--- src/pao_pkg.sv ---
package pao_pkg;
    localparam int DATA_W = 14;
    localparam int WORD_W = DATA_W + 1;
    localparam int LATENCY = 12;
    localparam int FIFO_DEPTH = 4;
    localparam int CLK_HZ = 20000000;
    // Code map anchor points
    localparam logic [DATA_W-1:0] CODE_MIN = 14'h0000;
    localparam logic [DATA_W-1:0] CODE_MID = 14'h2000;
    localparam logic [DATA_W-1:0] CODE_MAX = 14'h3FFF;
    localparam logic [DATA_W-1:0] SE_MIN = 14'h1000;
    localparam logic [DATA_W-1:0] SE_MAX = 14'h3000;
    localparam logic [DATA_W-1:0] RESET_CODE = 14'h0000;
    // Raw quantiser input: signed 16-bit sample, 16'sh2000 is full scale
    localparam int RAW_W = 16;
    localparam logic signed [RAW_W-1:0] RAW_FS = 16'sh2000;
    localparam logic [$clog2(LATENCY+1)-1:0] FLUSH_CNT = 4'hC;
    typedef struct packed {
        logic out_of_range;
        logic [DATA_W-1:0] result;
    } pao_word_type;
endpackage

--- src/pao_fifo.sv ---
`timescale 1ns/10ps
`default_nettype none
module pao_fifo #(
    parameter int WIDTH = 15,
    parameter int DEPTH = 4
) (
    // Clock and reset
    input wire logic clk,
    input wire logic arst_n,
    // Fill side
    input wire logic in_valid,
    output logic in_ready,
    input wire logic [WIDTH-1:0] in_data,
    // Drain side
    output logic out_valid,
    input wire logic out_ready,
    output logic [WIDTH-1:0] out_data
);
    localparam int AW = $clog2(DEPTH);
    logic [WIDTH-1:0] mem_reg [DEPTH];
    logic [AW-1:0] wr_reg, wr_next, rd_reg, rd_next;
    logic [AW:0] cnt_reg, cnt_next;
    logic push, pop;

    // Pointer and count update; pop and push may share a cycle
    always_comb begin
        push = in_valid && in_ready;
        pop = out_valid && out_ready;
        wr_next = push ? AW'(wr_reg + 1'b1) : wr_reg;
        rd_next = pop ? AW'(rd_reg + 1'b1) : rd_reg;
        cnt_next = AW'(0) + cnt_reg + (AW+1)'(push) - (AW+1)'(pop);
    end
    assign in_ready = (cnt_reg != (AW+1)'(DEPTH));
    assign out_valid = (cnt_reg != '0);
    assign out_data = mem_reg[rd_reg];

    always_ff @(posedge clk or negedge arst_n) begin
        if (!arst_n) begin
            wr_reg <= '0;
            rd_reg <= '0;
            cnt_reg <= '0;
        end else begin
            wr_reg <= wr_next;
            rd_reg <= rd_next;
            cnt_reg <= cnt_next;
        end
    end

    // Storage has no reset; out_valid guards its contents
    always_ff @(posedge clk) begin
        if (push) begin
            mem_reg[wr_reg] <= in_data;
        end
    end
endmodule
`default_nettype wire

--- src/pao_top.sv ---
`timescale 1ns/10ps
`default_nettype none
// Behaviour
// - Fifteen outputs: 14-bit result plus range
// - Result is unsigned straight binary
// - Differential map: zeros, mid 10..0, ones
// - Single-ended codes span 01..0 to 11..0
// - One output word every clock cycle
// - Input sampled on rising clock edge
// - Result appears twelve cycles after sampling
// - Power-down high holds low-power state
// - Pipeline contents corrupted by power-down
// - Output enable switches drive versus release
// - Enable polarity conflicting; parameter selects it
// - Range flag set beyond convertible range
module pao_top #(
    // 1: outputs drive while OUTPUT_EN is high; 0: drive while low
    parameter bit OE_ACTIVE_HIGH = 1'b1
) (
    // Clock and reset
    input wire logic CLK,
    input wire logic ARST_N,
    // Quantiser front end: signed difference, valid each edge
    input wire logic signed [pao_pkg::RAW_W-1:0] SAMPLE_DIFF,
    input wire logic SINGLE_ENDED,
    // Pins from the capture side
    input wire logic POWER_DOWN_INPUT,
    input wire logic OUTPUT_EN,
    // Output word and its drive enable
    output pao_pkg::pao_word_type WORD_OUT,
    output logic WORD_OE,
    output logic WORD_VALID
);
    // FIFO slot and output register supply the last two cycles of latency
    localparam int L = pao_pkg::LATENCY - 1;
    localparam int CW = $clog2(L + 1);

    // Pin synchronisers; first stage is read only by the second
    logic pd_s1_reg, pd_s2_reg, oe_s1_reg, oe_s2_reg;
    always_ff @(posedge CLK or negedge ARST_N) begin
        if (!ARST_N) begin
            pd_s1_reg <= 1'b1;
            pd_s2_reg <= 1'b1;
            oe_s1_reg <= 1'b0;
            oe_s2_reg <= 1'b0;
        end else begin
            pd_s1_reg <= POWER_DOWN_INPUT;
            pd_s2_reg <= pd_s1_reg;
            oe_s1_reg <= OUTPUT_EN;
            oe_s2_reg <= oe_s1_reg;
        end
    end

    // Quantise: clip and map to straight binary
    pao_pkg::pao_word_type q_word;
    logic signed [pao_pkg::RAW_W-1:0] scaled;
    logic signed [pao_pkg::RAW_W:0] biased;
    logic signed [pao_pkg::RAW_W-1:0] limit;
    always_comb begin
        biased = '0;
        // Single-ended drive sees half the swing and half the range
        scaled = SINGLE_ENDED ? (SAMPLE_DIFF >>> 1) : SAMPLE_DIFF;
        limit = SINGLE_ENDED ? (pao_pkg::RAW_FS >>> 1) : pao_pkg::RAW_FS;
        q_word.out_of_range = 1'b0;
        if (scaled >= limit) begin
            q_word.out_of_range = 1'b1;
            q_word.result = pao_pkg::CODE_MAX;
        end else if (scaled < -limit) begin
            q_word.out_of_range = 1'b1;
            q_word.result = pao_pkg::CODE_MIN;
        end else begin
            // Offset binary: add mid code, no sign bit kept
            biased = (pao_pkg::RAW_W+1)'(scaled) + (pao_pkg::RAW_W+1)'(pao_pkg::CODE_MID);
            q_word.result = biased[pao_pkg::DATA_W-1:0];
        end
        if (q_word.out_of_range && SINGLE_ENDED) begin
            // Single-ended span stops at quarter and three quarter codes
            q_word.result = q_word.result[pao_pkg::DATA_W-1] ? pao_pkg::SE_MAX
                                                            : pao_pkg::SE_MIN;
        end
        if (!q_word.out_of_range && SINGLE_ENDED) begin
            q_word.result = q_word.result;
        end
    end

    // Eleven-stage pipeline: sample taken on rising edge, one word per clock
    pao_pkg::pao_word_type pipe_reg [L];
    pao_pkg::pao_word_type pipe_next [L];
    logic [CW-1:0] flush_reg, flush_next;
    always_comb begin
        pipe_next[0] = q_word;
        for (int i = 1; i < L; i++) begin
            pipe_next[i] = pipe_reg[i-1];
        end
        flush_next = flush_reg;
        if (pd_s2_reg) begin
            // Contents in flight are lost; blank the pipe
            for (int i = 0; i < L; i++) begin
                pipe_next[i] = '0;
            end
            flush_next = pao_pkg::FLUSH_CNT;
        end else if (flush_reg != '0) begin
            flush_next = CW'(flush_reg - 1'b1);
        end
    end

    always_ff @(posedge CLK or negedge ARST_N) begin
        if (!ARST_N) begin
            for (int i = 0; i < L; i++) begin
                pipe_reg[i] <= '0;
            end
            flush_reg <= pao_pkg::FLUSH_CNT;
        end else begin
            for (int i = 0; i < L; i++) begin
                pipe_reg[i] <= pipe_next[i];
            end
            flush_reg <= flush_next;
        end
    end

    // Output FIFO of four words; drain always ready so word rate equals clock
    pao_pkg::pao_word_type fifo_out;
    logic fifo_valid, fifo_in_ready;
    pao_fifo #(
        .WIDTH(pao_pkg::WORD_W),
        .DEPTH(pao_pkg::FIFO_DEPTH)
    ) u_fifo (
        .clk(CLK),
        .arst_n(ARST_N),
        .in_valid(!pd_s2_reg && fifo_in_ready),
        .in_ready(fifo_in_ready),
        .in_data(pipe_reg[L-1]),
        .out_valid(fifo_valid),
        .out_ready(1'b1),
        .out_data(fifo_out)
    );

    // Output register: low-power state parks the word at zero
    pao_pkg::pao_word_type word_reg, word_next;
    logic valid_reg, valid_next;
    always_comb begin
        word_next = word_reg;
        valid_next = 1'b0;
        if (pd_s2_reg) begin
            word_next = '0;
        end else if (fifo_valid) begin
            word_next = fifo_out;
            valid_next = (flush_reg == '0);
        end
    end
    always_ff @(posedge CLK or negedge ARST_N) begin
        if (!ARST_N) begin
            word_reg <= '0;
            valid_reg <= 1'b0;
        end else begin
            word_reg <= word_next;
            valid_reg <= valid_next;
        end
    end

    assign WORD_OUT = word_reg;
    assign WORD_VALID = valid_reg;
    // Polarity is a parameter because the two descriptions disagree
    assign WORD_OE = (oe_s2_reg == OE_ACTIVE_HIGH);
endmodule
`default_nettype wire

--- config.mk ---
export PLATFORM = sky130hd
export DESIGN_NAME = pao_top
export DESIGN_NICKNAME = d
export VERILOG_FILES = /design/src/pao_pkg.sv /design/src/pao_fifo.sv /design/src/pao_top.sv
export SDC_FILE = /design/constraint.sdc
export NUM_CORES = 1
export LEC_CHECK = 0
export BUFFER_PORTS_ARGS = -buffer_cell sky130_fd_sc_hd__buf_2
export CAP_MARGIN = 25
export CORE_UTILIZATION = 25
export CTS_BUF_LIST = sky130_fd_sc_hd__clkbuf_16
export CTS_CLUSTER_SIZE = 10
export DETAILED_ROUTE_END_ITERATION = 16
export GPL_TIMING_DRIVEN = 1
export PLACE_DENSITY = 0.37
export SYNTH_ARGS = -nofsm -noshare
export SYNTH_HDL_FRONTEND = slang
export SYNTH_SLANG_ARGS = --single-unit
export TNS_END_PERCENT = 1
--- constraint.sdc ---
create_clock -name CLK -period 2.5 [get_ports CLK]
set_input_delay 0.375 -clock CLK [delete_from_list [all_inputs] [get_ports CLK]]
set_output_delay 0.375 -clock CLK [all_outputs]
set_load 0.01 [all_outputs]
After elaboration in Yosys (flattened, before gate mapping)
Memory sizes are Yosys's and may differ from the RTL's. Cells that the tools add are included.

Bits in registers: 196. Memory bits (writable): 60. Input bits: 21. Output and inout port bits: 17. Word-level logic and storage cells: 69. Memories: 1.

Add/sub/neg operators: 7. Magnitude comparators: 2. Equality and inequality tests: 1. Mux-type cells: 16. Reductions and logical operators: 9.

Memory list: u_fifo.mem_reg (depth 4, width 15, read ports 1, clocked after memory_dff 0, wr ports 1, line pao_fifo.sv:20) `logic [WIDTH-1:0] mem_reg [DEPTH];`.

Operators with widths (count): $mux 165 (1); $mux 15 (4); $mux 14 (4); $ge 16x15->1 (1); $lt 16x16->1 (1); $neg 14->16 (1); $add 14x14->14 const B (1); $mux 4 (2); $mux 1 (5); $add 2x1->2 const B (2); $logic_not 4->1 (1); $reduce_bool 2->1 (2); $reduce_bool 4->1 (1); $sub 4x1->4 const B (1); $add 3x1->3 (1); $logic_and 1x1->1 (3); $ne 3x3->1 const B (1); $reduce_bool 3->1 (1); $sub 3x1->3 (1); $logic_not 1->1 (1).

Longest topological paths before layout
Gate-level depths: netlist of run 1.

Word-level depth: 8. Mapped depth: 9. Gate-level depth less buffers: 9.

Modules after synthesis
From an unflattened synthesis of run 1, not the netlist that was laid out.

Cells, all modules: 584. Area, all modules: 9150.0 um^2.

By module, submodules not included: pao_top (times used 1, cells an instance 464, area an instance 6477.5 um^2, seq. area each 4734.5 um^2); pao_fifo (times used 1, cells an instance 120, area an instance 2672.6 um^2, seq. area each 1976.9 um^2).

Least setup slack after synthesis of run 1
No wires, ideal clock.

Path kind: reg2reg. Start: register u_fifo.cnt_reg[1]. End: register u_fifo.cnt_reg[2]. Setup time: 0.128 ns. Arrival time: 1.909 ns. Data required time: 2.372 ns. Setup slack: 0.464 ns. Stages on the path, launching flop included: 10. Path buffers: 0. Clock period less this slack: 2.036 ns. Cells stage by stage: dfrtp_1 nor3_4 inv_1 ha_1 inv_1 ha_1 inv_1 fa_1 xnor2_1 xnor2_1.

Longest elaborated chain between the ends: 5. Elaborated cells on any way between the ends: 6. Classes of those cells: 2 x add/sub; 1 x eq/ne; 3 x reduce/logical.

RTL lines: start: declaration (line pao_fifo.sv:22) `logic [AW:0] cnt_reg, cnt_next;`; start signal: assignment (line pao_fifo.sv:45) `cnt_reg <= cnt_next;`; $ne 3x3->1 (line pao_fifo.sv:33) `assign in_ready = (cnt_reg != (AW+1)'(DEPTH));`; $logic_and 1x1->1 (line pao_top.sv:130) `.in_valid(!pd_s2_reg && fifo_in_ready),`; $logic_and 1x1->1 (line pao_fifo.sv:27) `push = in_valid && in_ready;`; $add 3x1->3 (line pao_fifo.sv:31) `cnt_next = AW'(0) + cnt_reg + (AW+1)'(push) - (AW+1)'(pop);`; $sub 3x1->3 * (line pao_fifo.sv:31); net u_fifo.cnt_next[2] (line pao_fifo.sv:22).

The timed path passes the listed nets; every way through them passes the cells marked *. A chain may end at the register's enable or synchronous reset.

Final worst setup path of run 1
Ends and elaborated chain as after synthesis.

==> results.cfg, run 1 <==
[logic_synthesis]
syn_area_sq_um = 8989
async_flop_share = 0.7656
synth_edf_count = 60
synth_area_per_cell_sq_um = 15.99
postSynthNetCount = 592
yosysWarnings = 0
synthCells = 562
yosysSeqAreaShare = 0.7467
synth.distinct_cells = 38
synth-main-ff-cell = dfrtp_1
ys_seq_elements = 256

[timing]
period_minus_slack_ps = 2087
grt_setup_unrepaired = no
setup_viol = 0
clock_skew_ps = 7.743
max_slew_margin = 0.4760
report.final.slew_viol_count = 0
tns_ps = 0
hold_viol = 0
period_share = 0.8348
worst_pin_slew_ps = 785.9
fmax_ghz = 0.4792

[cells_and_area]
drive_gt1_frac = 0.1617
layout_common_cells = dfrtp_1, nor2b_1, edfxtp_1
syn2layout_area_growth_pct = 18.44
fillers = 3515
finalNetCount = 649
largest_reg_flops = 165
final_common_cell = dfrtp_1
stdcell_count = 1098
diodes = 0

[power_and_ir_drop]
p_total_mw = 10.15
power_density_nw_per_um2 = 953.8
p_seq_frac = 0.493
vdd.ir_drop.worst_mv = 0.5050
leakage_nw = 4.706
p_switching_mw = 2.502
cellInternalPower_mw = 7.652
switching_share = 0.2464
p_comb_frac = 0.142
pwr-share-clk = 0.366

[floorplanning]
initial_core_util = 0.2533
chipWidth_um = 191.6
dieArea_sq_um = 36720
core-area_sq_um = 35480
io_pins = 38
rows = 69
die_h_um = 191.6

[route]
viasPerCell = 3.842
drt.antenna.violating_nets = 0
wl_met3_um = 572
wl_mm = 13.53
routedWlPerCell_um = 12.33
drt_iter0_drc = 187
drt_pass1_iterations = 6
drc = 0
vias = 4219
maxUsedRoutingLayer = met4
wl_met1_mm = 6.226
wl_met2_mm = 6.427

[placed_design]
place_inst = 1045
detailed_place_hpwl_mm = 7.297
io_buffers = 37
place_congestion = 0.6503

[global_routing]
antenna_found_initial = 0
first_global_vias = 4513
grt_util_all_layers = 0.07845
grt_max_degree = 171
grt_pass1_wl_mm = 23.36
grt-ovfl-total = 0

[status]
status = finished, final reports clean

[clocking]
clk_latency_ps = 530
cts_tree = built
cts_max_path_buffers = 3
clock-sinks = 256
hold_buffers = 3
cts_resized = 0
numCtsBuffers = 30
cts-htree-levels = 1
cts_setup_buffers = 0
cts_root_buf = clkbuf_16
clk_pin_slew_ps = 60

[critical_path]
crit_required_ps = 2900
slowest_delay_ps = 460
critical_path_arrival_ps = 2490
cp-end-kind = flip-flop
path_buf_inv = 3
path_max_fanout = 4
critPathLaunchType = flip-flop
reg2reg_depth = 9
cp_top_family = adder cells
critPathKind = reg -> reg
crit_top_cell = inv_1
cp.depth = 9
crit_chain = nor3_4, inv_1, ha_1, inv_1, ha_1, inv_1, fa_1, xnor2_1, xnor2_1
critPathSlowestCell = dfrtp_1

[min_path]
whs_path_depth = 2
min_path_type = in -> reg

[flow_run]
drv_cap = 0
metal layers:
layer | vias up | global-route usage
li1 | 2026 | -
met1 | 2093 | 0.09888
met2 | 75 | 0.1310
met3 | 25 | 0.02010
met4 | 0 | 0.02534
met5 | - | 0
metrics by stage:
stage | worst slack, ps | area [sq um] | hold WS (ps) | utilization
floorplan | 463.6 | 8989 | 79.41 | -
global placement | 459.8 | 9754 | 332.1 | 0.2749
detailed placement | 405.3 | 9769 | 342.6 | 0.2753
CTS | 396.8 | 10650 | 74.54 | 0.3000
global route | 295.8 | 10650 | 90.30 | 0.3000
finish | 413.1 | 10650 | 104.8 | 0.3000
final cells by class:
class                           instances  area (sq um)  share of cell area
Sequential cell                       256          6715              0.6307
Multi-Input combinational cell        264          2081              0.1954
Clock buffer                           31         775.7             0.07286
Tap cell                              461         576.8             0.05418
Timing Repair Buffer                   57         389.1             0.03655
Clock inverter                         19         71.32            0.006699
Inverter                               10         37.54            0.003526
power groups by stage:
stage / logic, mW / registers, mW / clock network (mW)
floorplan: 0.998 / 5.05 / 0
global placement: 1.47 / 5.07 / 0
detailed placement: 1.49 / 5.09 / 0
CTS: 1.49 / 5.02 / 3.89
global route: 1.61 / 5.07 / 4.05
finish: 1.44 / 5.00 / 3.71
final timing paths:
check / startpoint / end / slack, ps
worst max-delay path: u_fifo.cnt_reg[1] / u_fifo.cnt_reg[2] / 410
worst min-delay path: SAMPLE_DIFF[15] / pipe_reg[163] / 100
worst max register to register: u_fifo.cnt_reg[1] / u_fifo.cnt_reg[2] / 410
worst min register to register: oe_s1_reg / WORD_OE / 350
max in group asynchronous: ARST_N / pipe_reg[106] / 1410
min in group asynchronous: ARST_N / WORD_OUT[13] / 400
cells by family after synthesis:
| logic type | synth area share |
|---|---|
| AO/OA/AOI/OAI | 0.04037 |
| XOR/XNOR | 0.005846 |
| adder cells (fa/ha/maj) | 0.01336 |
| buffers and inverters | 0.02185 |
| flip-flops | 0.7467 |
| multiplexers | 0.04176 |
| AND/OR/NAND/NOR | 0.1302 |
synthesized netlist by cell type, types with 2 or more instances:
master	instances	area, sq um
nor2b_1	152	950.9
nor2_1	7	26.28
clkbuf_1	20	75.07
nor3_1	3	15.01
nand3b_1	12	90.09
mux4_2	8	180.2
a31oi_1	12	75.07
buf_2	9	45.04
edfxtp_1	60	1802
a22o_1	15	131.4
o211ai_1	12	90.09
and2_1	4	25.02
ha_1	8	100.1
mux4_1	7	183.9
dfstp_2	4	105.1
a21oi_1	2	10.01
xnor2_1	6	52.55
inv_1	10	37.54
dfrtp_1	192	4805
No activity file was read; power rests on OpenSTA's default activity.
==> inputs of run 2 (changes only) <==
==> constraint.sdc (replaced) <==
create_clock -name CLK -period 2 [get_ports CLK]
set_input_delay 0.3 -clock CLK [delete_from_list [all_inputs] [get_ports CLK]]
set_output_delay 0.3 -clock CLK [all_outputs]
set_load 0.01 [all_outputs]
==> run 2 against run 1 <==
Register-to-register slack worse by 320 ps. Critical path depth unchanged. Setup slack worse by 320 ps. Die area did not move. Routed wire length up 1.3%. Non-clock buffer count increased by 4. Utilization rose by 0.30 points. Sequential power is 23% higher. Hold slack got worse by 61 ps. Via count rose by 1.0%. Critical path type unchanged. Clock power up 27%.
==> results.cfg, run 2 (same netlist as run 1, synthesis figures left out) <==
[critical_path]
cp-end-kind = flip-flop
crit_required_ps = 2420
path_max_fanout = 2
critical_path_arrival_ps = 2330
critPathLaunchType = flip-flop
critPathKind = reg -> reg

[floorplanning]
rows = 69
chipWidth_um = 191.6
dieArea_sq_um = 36720
core-area_sq_um = 35480
initial_core_util = 0.2533
die_h_um = 191.6
io_pins = 38

[route]
routedWlPerCell_um = 12.39
vias = 4261
wl_met3_um = 627
wl_mm = 13.71
viasPerCell = 3.849
wl_met2_mm = 6.586
drc = 0
drt_iter0_drc = 220
drt_pass1_iterations = 6
maxUsedRoutingLayer = met4
wl_met1_mm = 6.205
drt.antenna.violating_nets = 0

[cells_and_area]
syn2layout_area_growth_pct = 19.64
final_common_cell = dfrtp_1
fillers = 3488
layout_common_cells = dfrtp_1, nor2b_1, edfxtp_1
drive_gt1_frac = 0.1858
finalNetCount = 653
final_core_util = 0.3031
diodes = 0
largest_reg_flops = 165

[timing]
grt_setup_unrepaired = no
setup_viol = 0
report.final.slew_viol_count = 0
period_share = 0.9534
max_slew_margin = 0.5580
fmax_ghz = 0.5244
hold_viol = 0
worst_pin_slew_ps = 663.0
clock_skew_ps = 28.36
period_minus_slack_ps = 1907

[global_routing]
grt_util_all_layers = 0.07714
antenna_found_initial = 0
grt_pass1_wl_mm = 22.84
grt-ovfl-total = 0
first_global_vias = 4424
grt_max_degree = 151

[placed_design]
io_buffers = 37
place_congestion = 0.6323
detailed_place_hpwl_mm = 7.311

[clocking]
cts_root_buf = clkbuf_16
cts-htree-levels = 1
clock-sinks = 256
cts_tree = built
clk_latency_ps = 540
cts_max_path_buffers = 3
clk_pin_slew_ps = 60
numCtsBuffers = 30

[power_and_ir_drop]
leakage_nw = 4.763
power_density_nw_per_um2 = 1209
p_total_mw = 13.00
pwr-share-clk = 0.364
vdd.ir_drop.worst_mv = 0.7651
p_seq_frac = 0.474
switching_share = 0.2506
p_comb_frac = 0.162
cellInternalPower_mw = 9.743
p_switching_mw = 3.258

[min_path]
min_path_type = in -> reg

[status]
status = finished, final reports clean

[flow_run]
drv_cap = 0
-- run 2: repair_timing --
| action | CTS | global route |
|---|---|---|
| hold endpoints to repair | 45 | 0 |
| hold buffers | 3 | 0 |
| pin swaps | 3 | 4 |
| resized for setup | 5 | 8 |
| buffers inserted | 1 | 4 |
| setup endpoints to repair | 29 | 1 |
| gates cloned | 0 | 0 |
-- run 2: through the flow --
step / setup WS, ps / cells / area (sq um) / hold WS, ps / setup TNS, ps
3_5_place_dp: -18.29 / 1044 / 9772 / 322.5 / -18.29
2_1_floorplan: 0.4294 / 562 / 8989 / 4.409 / 0
3_3_place_gp: 33.09 / 1043 / 9767 / 309.0 / 0
5_1_grt: 3.829 / 1107 / 10750 / 46.66 / 0
4_1_cts: 17.47 / 1103 / 10690 / 14.90 / 0
6_report: 93.14 / 1107 / 10750 / 43.95 / 0
-- run 2: final timing paths --
check,slack [ps],cells past startpoint,to,start
min in group asynchronous,300,2,u_fifo.rd_reg[1],ARST_N
setup / recovery,90,9,u_fifo.cnt_reg[2],u_fifo.cnt_reg[2]
hold / removal,40,2,pipe_reg[163],SAMPLE_DIFF[15]
hold reg to reg,350,0,WORD_OE,oe_s1_reg
setup reg to reg,90,9,u_fifo.cnt_reg[2],u_fifo.cnt_reg[2]
max in group asynchronous,980,3,pipe_reg[163],ARST_N
-- run 2: routing by layer --
layer | GRT usage | vias up
met5 | 0 | -
met4 | 0.02503 | 0
met3 | 0.02065 | 23
met2 | 0.1300 | 67
met1 | 0.09559 | 2134
li1 | - | 2037
-- run 2: area by class of cell --
| class | instances | area, sq um | share of cell area |
|---|---|---|---|
| Tap cell | 461 | 576.8 | 0.05364 |
| Sequential cell | 256 | 6715 | 0.6244 |
| Clock buffer | 31 | 775.7 | 0.07213 |
| Clock inverter | 24 | 95.09 | 0.008842 |
| Timing Repair Buffer | 61 | 429.2 | 0.03991 |
| Inverter | 10 | 37.54 | 0.003490 |
| Multi-Input combinational cell | 264 | 2125 | 0.1976 |
-- run 2: power groups by stage --
| stage | clock network, mW | registers (mW) | logic, mW |
|---|---|---|---|
| floorplan | 0 | 6.31 | 1.25 |
| global placement | 0 | 6.26 | 1.94 |
| detailed placement | 0 | 6.29 | 1.98 |
| CTS | 4.96 | 6.19 | 2.01 |
| global route | 5.17 | 6.23 | 2.35 |
| finish | 4.73 | 6.17 | 2.10 |
-- run 2: critical path, cell delays in order (launching register included) --
cell and delay, ps:
dfrtp_1 400, nor3_4 220, inv_2 70, ha_4 210, inv_2 60, ha_4 120, inv_2 40, fa_2 390
xnor2_2 150, xnor2_1 130
==> inputs of run 3 (changes only) <==
--- a/config.mk
+++ b/config.mk
@@ -9,9 +9,11 @@
 export CAP_MARGIN = 25
 export CORE_UTILIZATION = 25
 export CTS_BUF_LIST = sky130_fd_sc_hd__clkbuf_16
+export CTS_CLUSTER_DIAMETER = 80
 export CTS_CLUSTER_SIZE = 10
 export DETAILED_ROUTE_END_ITERATION = 16
 export GPL_TIMING_DRIVEN = 1
+export MAX_ROUTING_LAYER = met4
 export PLACE_DENSITY = 0.37
 export SYNTH_ARGS = -nofsm -noshare
 export SYNTH_HDL_FRONTEND = slang
==> run 3 against run 2 <==
Setup slack about the same. Critical path depth is the same. Non-clock buffer count stayed put. Maximum frequency about the same. Flip-flop and latch count did not move. Clock power is 4.4% lower. Clock skew decreased by 5.3 ps. Hold slack better by 0.90 ps. Utilization is 0.17 points lower. Highest routed layer unchanged.
==> results.cfg, run 3 (same netlist as run 1, synthesis figures left out) <==
[timing]
period_share = 0.9534
period_minus_slack_ps = 1907
max_slew_margin = 0.5596
setup_viol = 0
tns_ps = 0
report.final.slew_viol_count = 0
hold_viol = 0
clock_skew_ps = 23.03
grt_setup_unrepaired = no
fmax_ghz = 0.5244
worst_pin_slew_ps = 660.6

[power_and_ir_drop]
pwr-share-clk = 0.354
p_total_mw = 12.79
p_switching_mw = 3.222
p_seq_frac = 0.482
switching_share = 0.2519
cellInternalPower_mw = 9.567
power_density_nw_per_um2 = 1196
leakage_nw = 4.731
p_comb_frac = 0.164
vdd.ir_drop.worst_mv = 0.6278

[placed_design]
io_buffers = 37
placed_cell_area_sq_um = 9772
place_congestion = 0.6380
detailed_place_hpwl_mm = 7.311
place_inst = 1044

[min_path]
min_path_type = in -> reg

[route]
wl_mm = 13.73
routedWlPerCell_um = 12.44
viasPerCell = 3.862
drt_iter0_drc = 235
drt_pass1_iterations = 6
drt.antenna.violating_nets = 0
vias = 4264
drc = 0

[critical_path]
r2r_start = u_fifo.cnt_reg[2]
cp-startpoint = u_fifo.cnt_reg[2]
reg2reg_setup_slack_ps = 90
r2r-end = u_fifo.cnt_reg[2]
reg2reg_depth = 9
cp-end-kind = flip-flop
critPathLaunchType = flip-flop
cp_top_family = adder cells
crit_top_cell = inv_2
critPathSlowestCell = dfrtp_1
path_buf_inv = 3
cp.depth = 9
crit_chain = nor3_4, inv_2, ha_4, inv_2, ha_4, inv_2, fa_2, xnor2_2, xnor2_1
critPathKind = reg -> reg
slowest_delay_ps = 400
crit_required_ps = 2420
endpoint = u_fifo.cnt_reg[2]
critical_path_arrival_ps = 2320
path_max_fanout = 2

[floorplanning]
io_pins = 38
core-area_sq_um = 35480
rows = 69
dieArea_sq_um = 36720
initial_core_util = 0.2533
die_h_um = 191.6
chipWidth_um = 191.6

[clocking]
cts_tree = built
clk_pin_slew_ps = 60
clk_latency_ps = 530
clock-sinks = 256
cts_max_path_buffers = 3
cts-htree-levels = 1
numCtsBuffers = 29
cts_root_buf = clkbuf_16

[cells_and_area]
drive_gt1_frac = 0.1820
postLayoutCellArea_sq_um = 10700
largest_reg_flops = 165
stdcell_count = 1104
finalNetCount = 652
final_core_util = 0.3014
layout_common_cells = dfrtp_1, nor2b_1, edfxtp_1
syn2layout_area_growth_pct = 18.99
final_common_cell = dfrtp_1
diodes = 0

[global_routing]
antenna_found_initial = 0
grt_max_degree = 151
grt-ovfl-total = 0
grt_util_all_layers = 0.07949
grt_pass1_wl_mm = 22.83
first_global_vias = 4386

[flow_run]
drv_cap = 0

[status]
status = finished, final reports clean
-- run 3: cell count changes in the layout (fill, tap and decap cells not counted) --
cell / delta
clkinv_1: +1
inv_1: -1
inv_6: -1
clkbuf_16: -2
-- run 3: per-stage QoR --
| stage | hold WS, ps | setup slack (ps) |
|---|---|---|
| after floorplan | 4.409 | 0.4294 |
| after global placement | 309.0 | 33.09 |
| after detailed placement | 322.5 | -18.29 |
| after CTS | 10.65 | 17.52 |
| after global routing | 47.74 | 3.885 |
| final | 44.85 | 93.17 |
-- run 3: per-layer routing --
| metal | up-vias | wire length [um] | track usage |
|---|---|---|---|
| met5 | - | 0 | - |
| met4 | 0 | 405 | 0.02747 |
| met3 | 33 | 559 | 0.01827 |
| met2 | 68 | 6510 | 0.1303 |
| met1 | 2130 | 6257 | 0.09609 |
| li1 | 2033 | - | - |
-- run 3: layout make-up --
type | instances | area (sq um)
Fill cell | 3494 | 24790
Sequential cell | 256 | 6715
Multi-Input combinational cell | 264 | 2125
Clock buffer | 29 | 725.7
Tap cell | 461 | 576.8
Timing Repair Buffer | 61 | 429.2
Clock inverter | 23 | 86.33
Inverter | 10 | 37.54
-- run 3: repair_timing --
| action | 4_1_cts | 5_1_grt |
|---|---|---|
| setup endpoints to repair | 26 | 1 |
| hold buffers | 3 | 0 |
| setup buffers | 1 | 4 |
| endpoints found under the hold margin | 45 | 0 |
| pin swaps | 3 | 4 |
| gates resized for setup | 5 | 8 |
-- run 3: worst min path at each step --
stage / slack [ps] / to / depth (start not counted) / start
3_5_place_dp: 320 / WORD_OUT[1] / 1 / ARST_N
4_1_cts: 10 / pipe_reg[163] / 2 / SAMPLE_DIFF[15]
3_3_place_gp: 310 / WORD_OUT[0] / 1 / ARST_N
5_1_grt: 50 / pipe_reg[163] / 2 / SAMPLE_DIFF[15]
6_report: 40 / pipe_reg[163] / 2 / SAMPLE_DIFF[15]
2_1_floorplan: 4 / WORD_OE / 0 / ARST_N
-- run 3: power by group through the flow --
stage / clock, mW / combinational (mW) / sequential (mW)
after floorplan: 0 / 1.25 / 6.31
after global placement: 0 / 1.94 / 6.26
after detailed placement: 0 / 1.98 / 6.29
after CTS: 4.73 / 2.01 / 6.19
after global routing: 4.92 / 2.35 / 6.23
final: 4.52 / 2.10 / 6.16
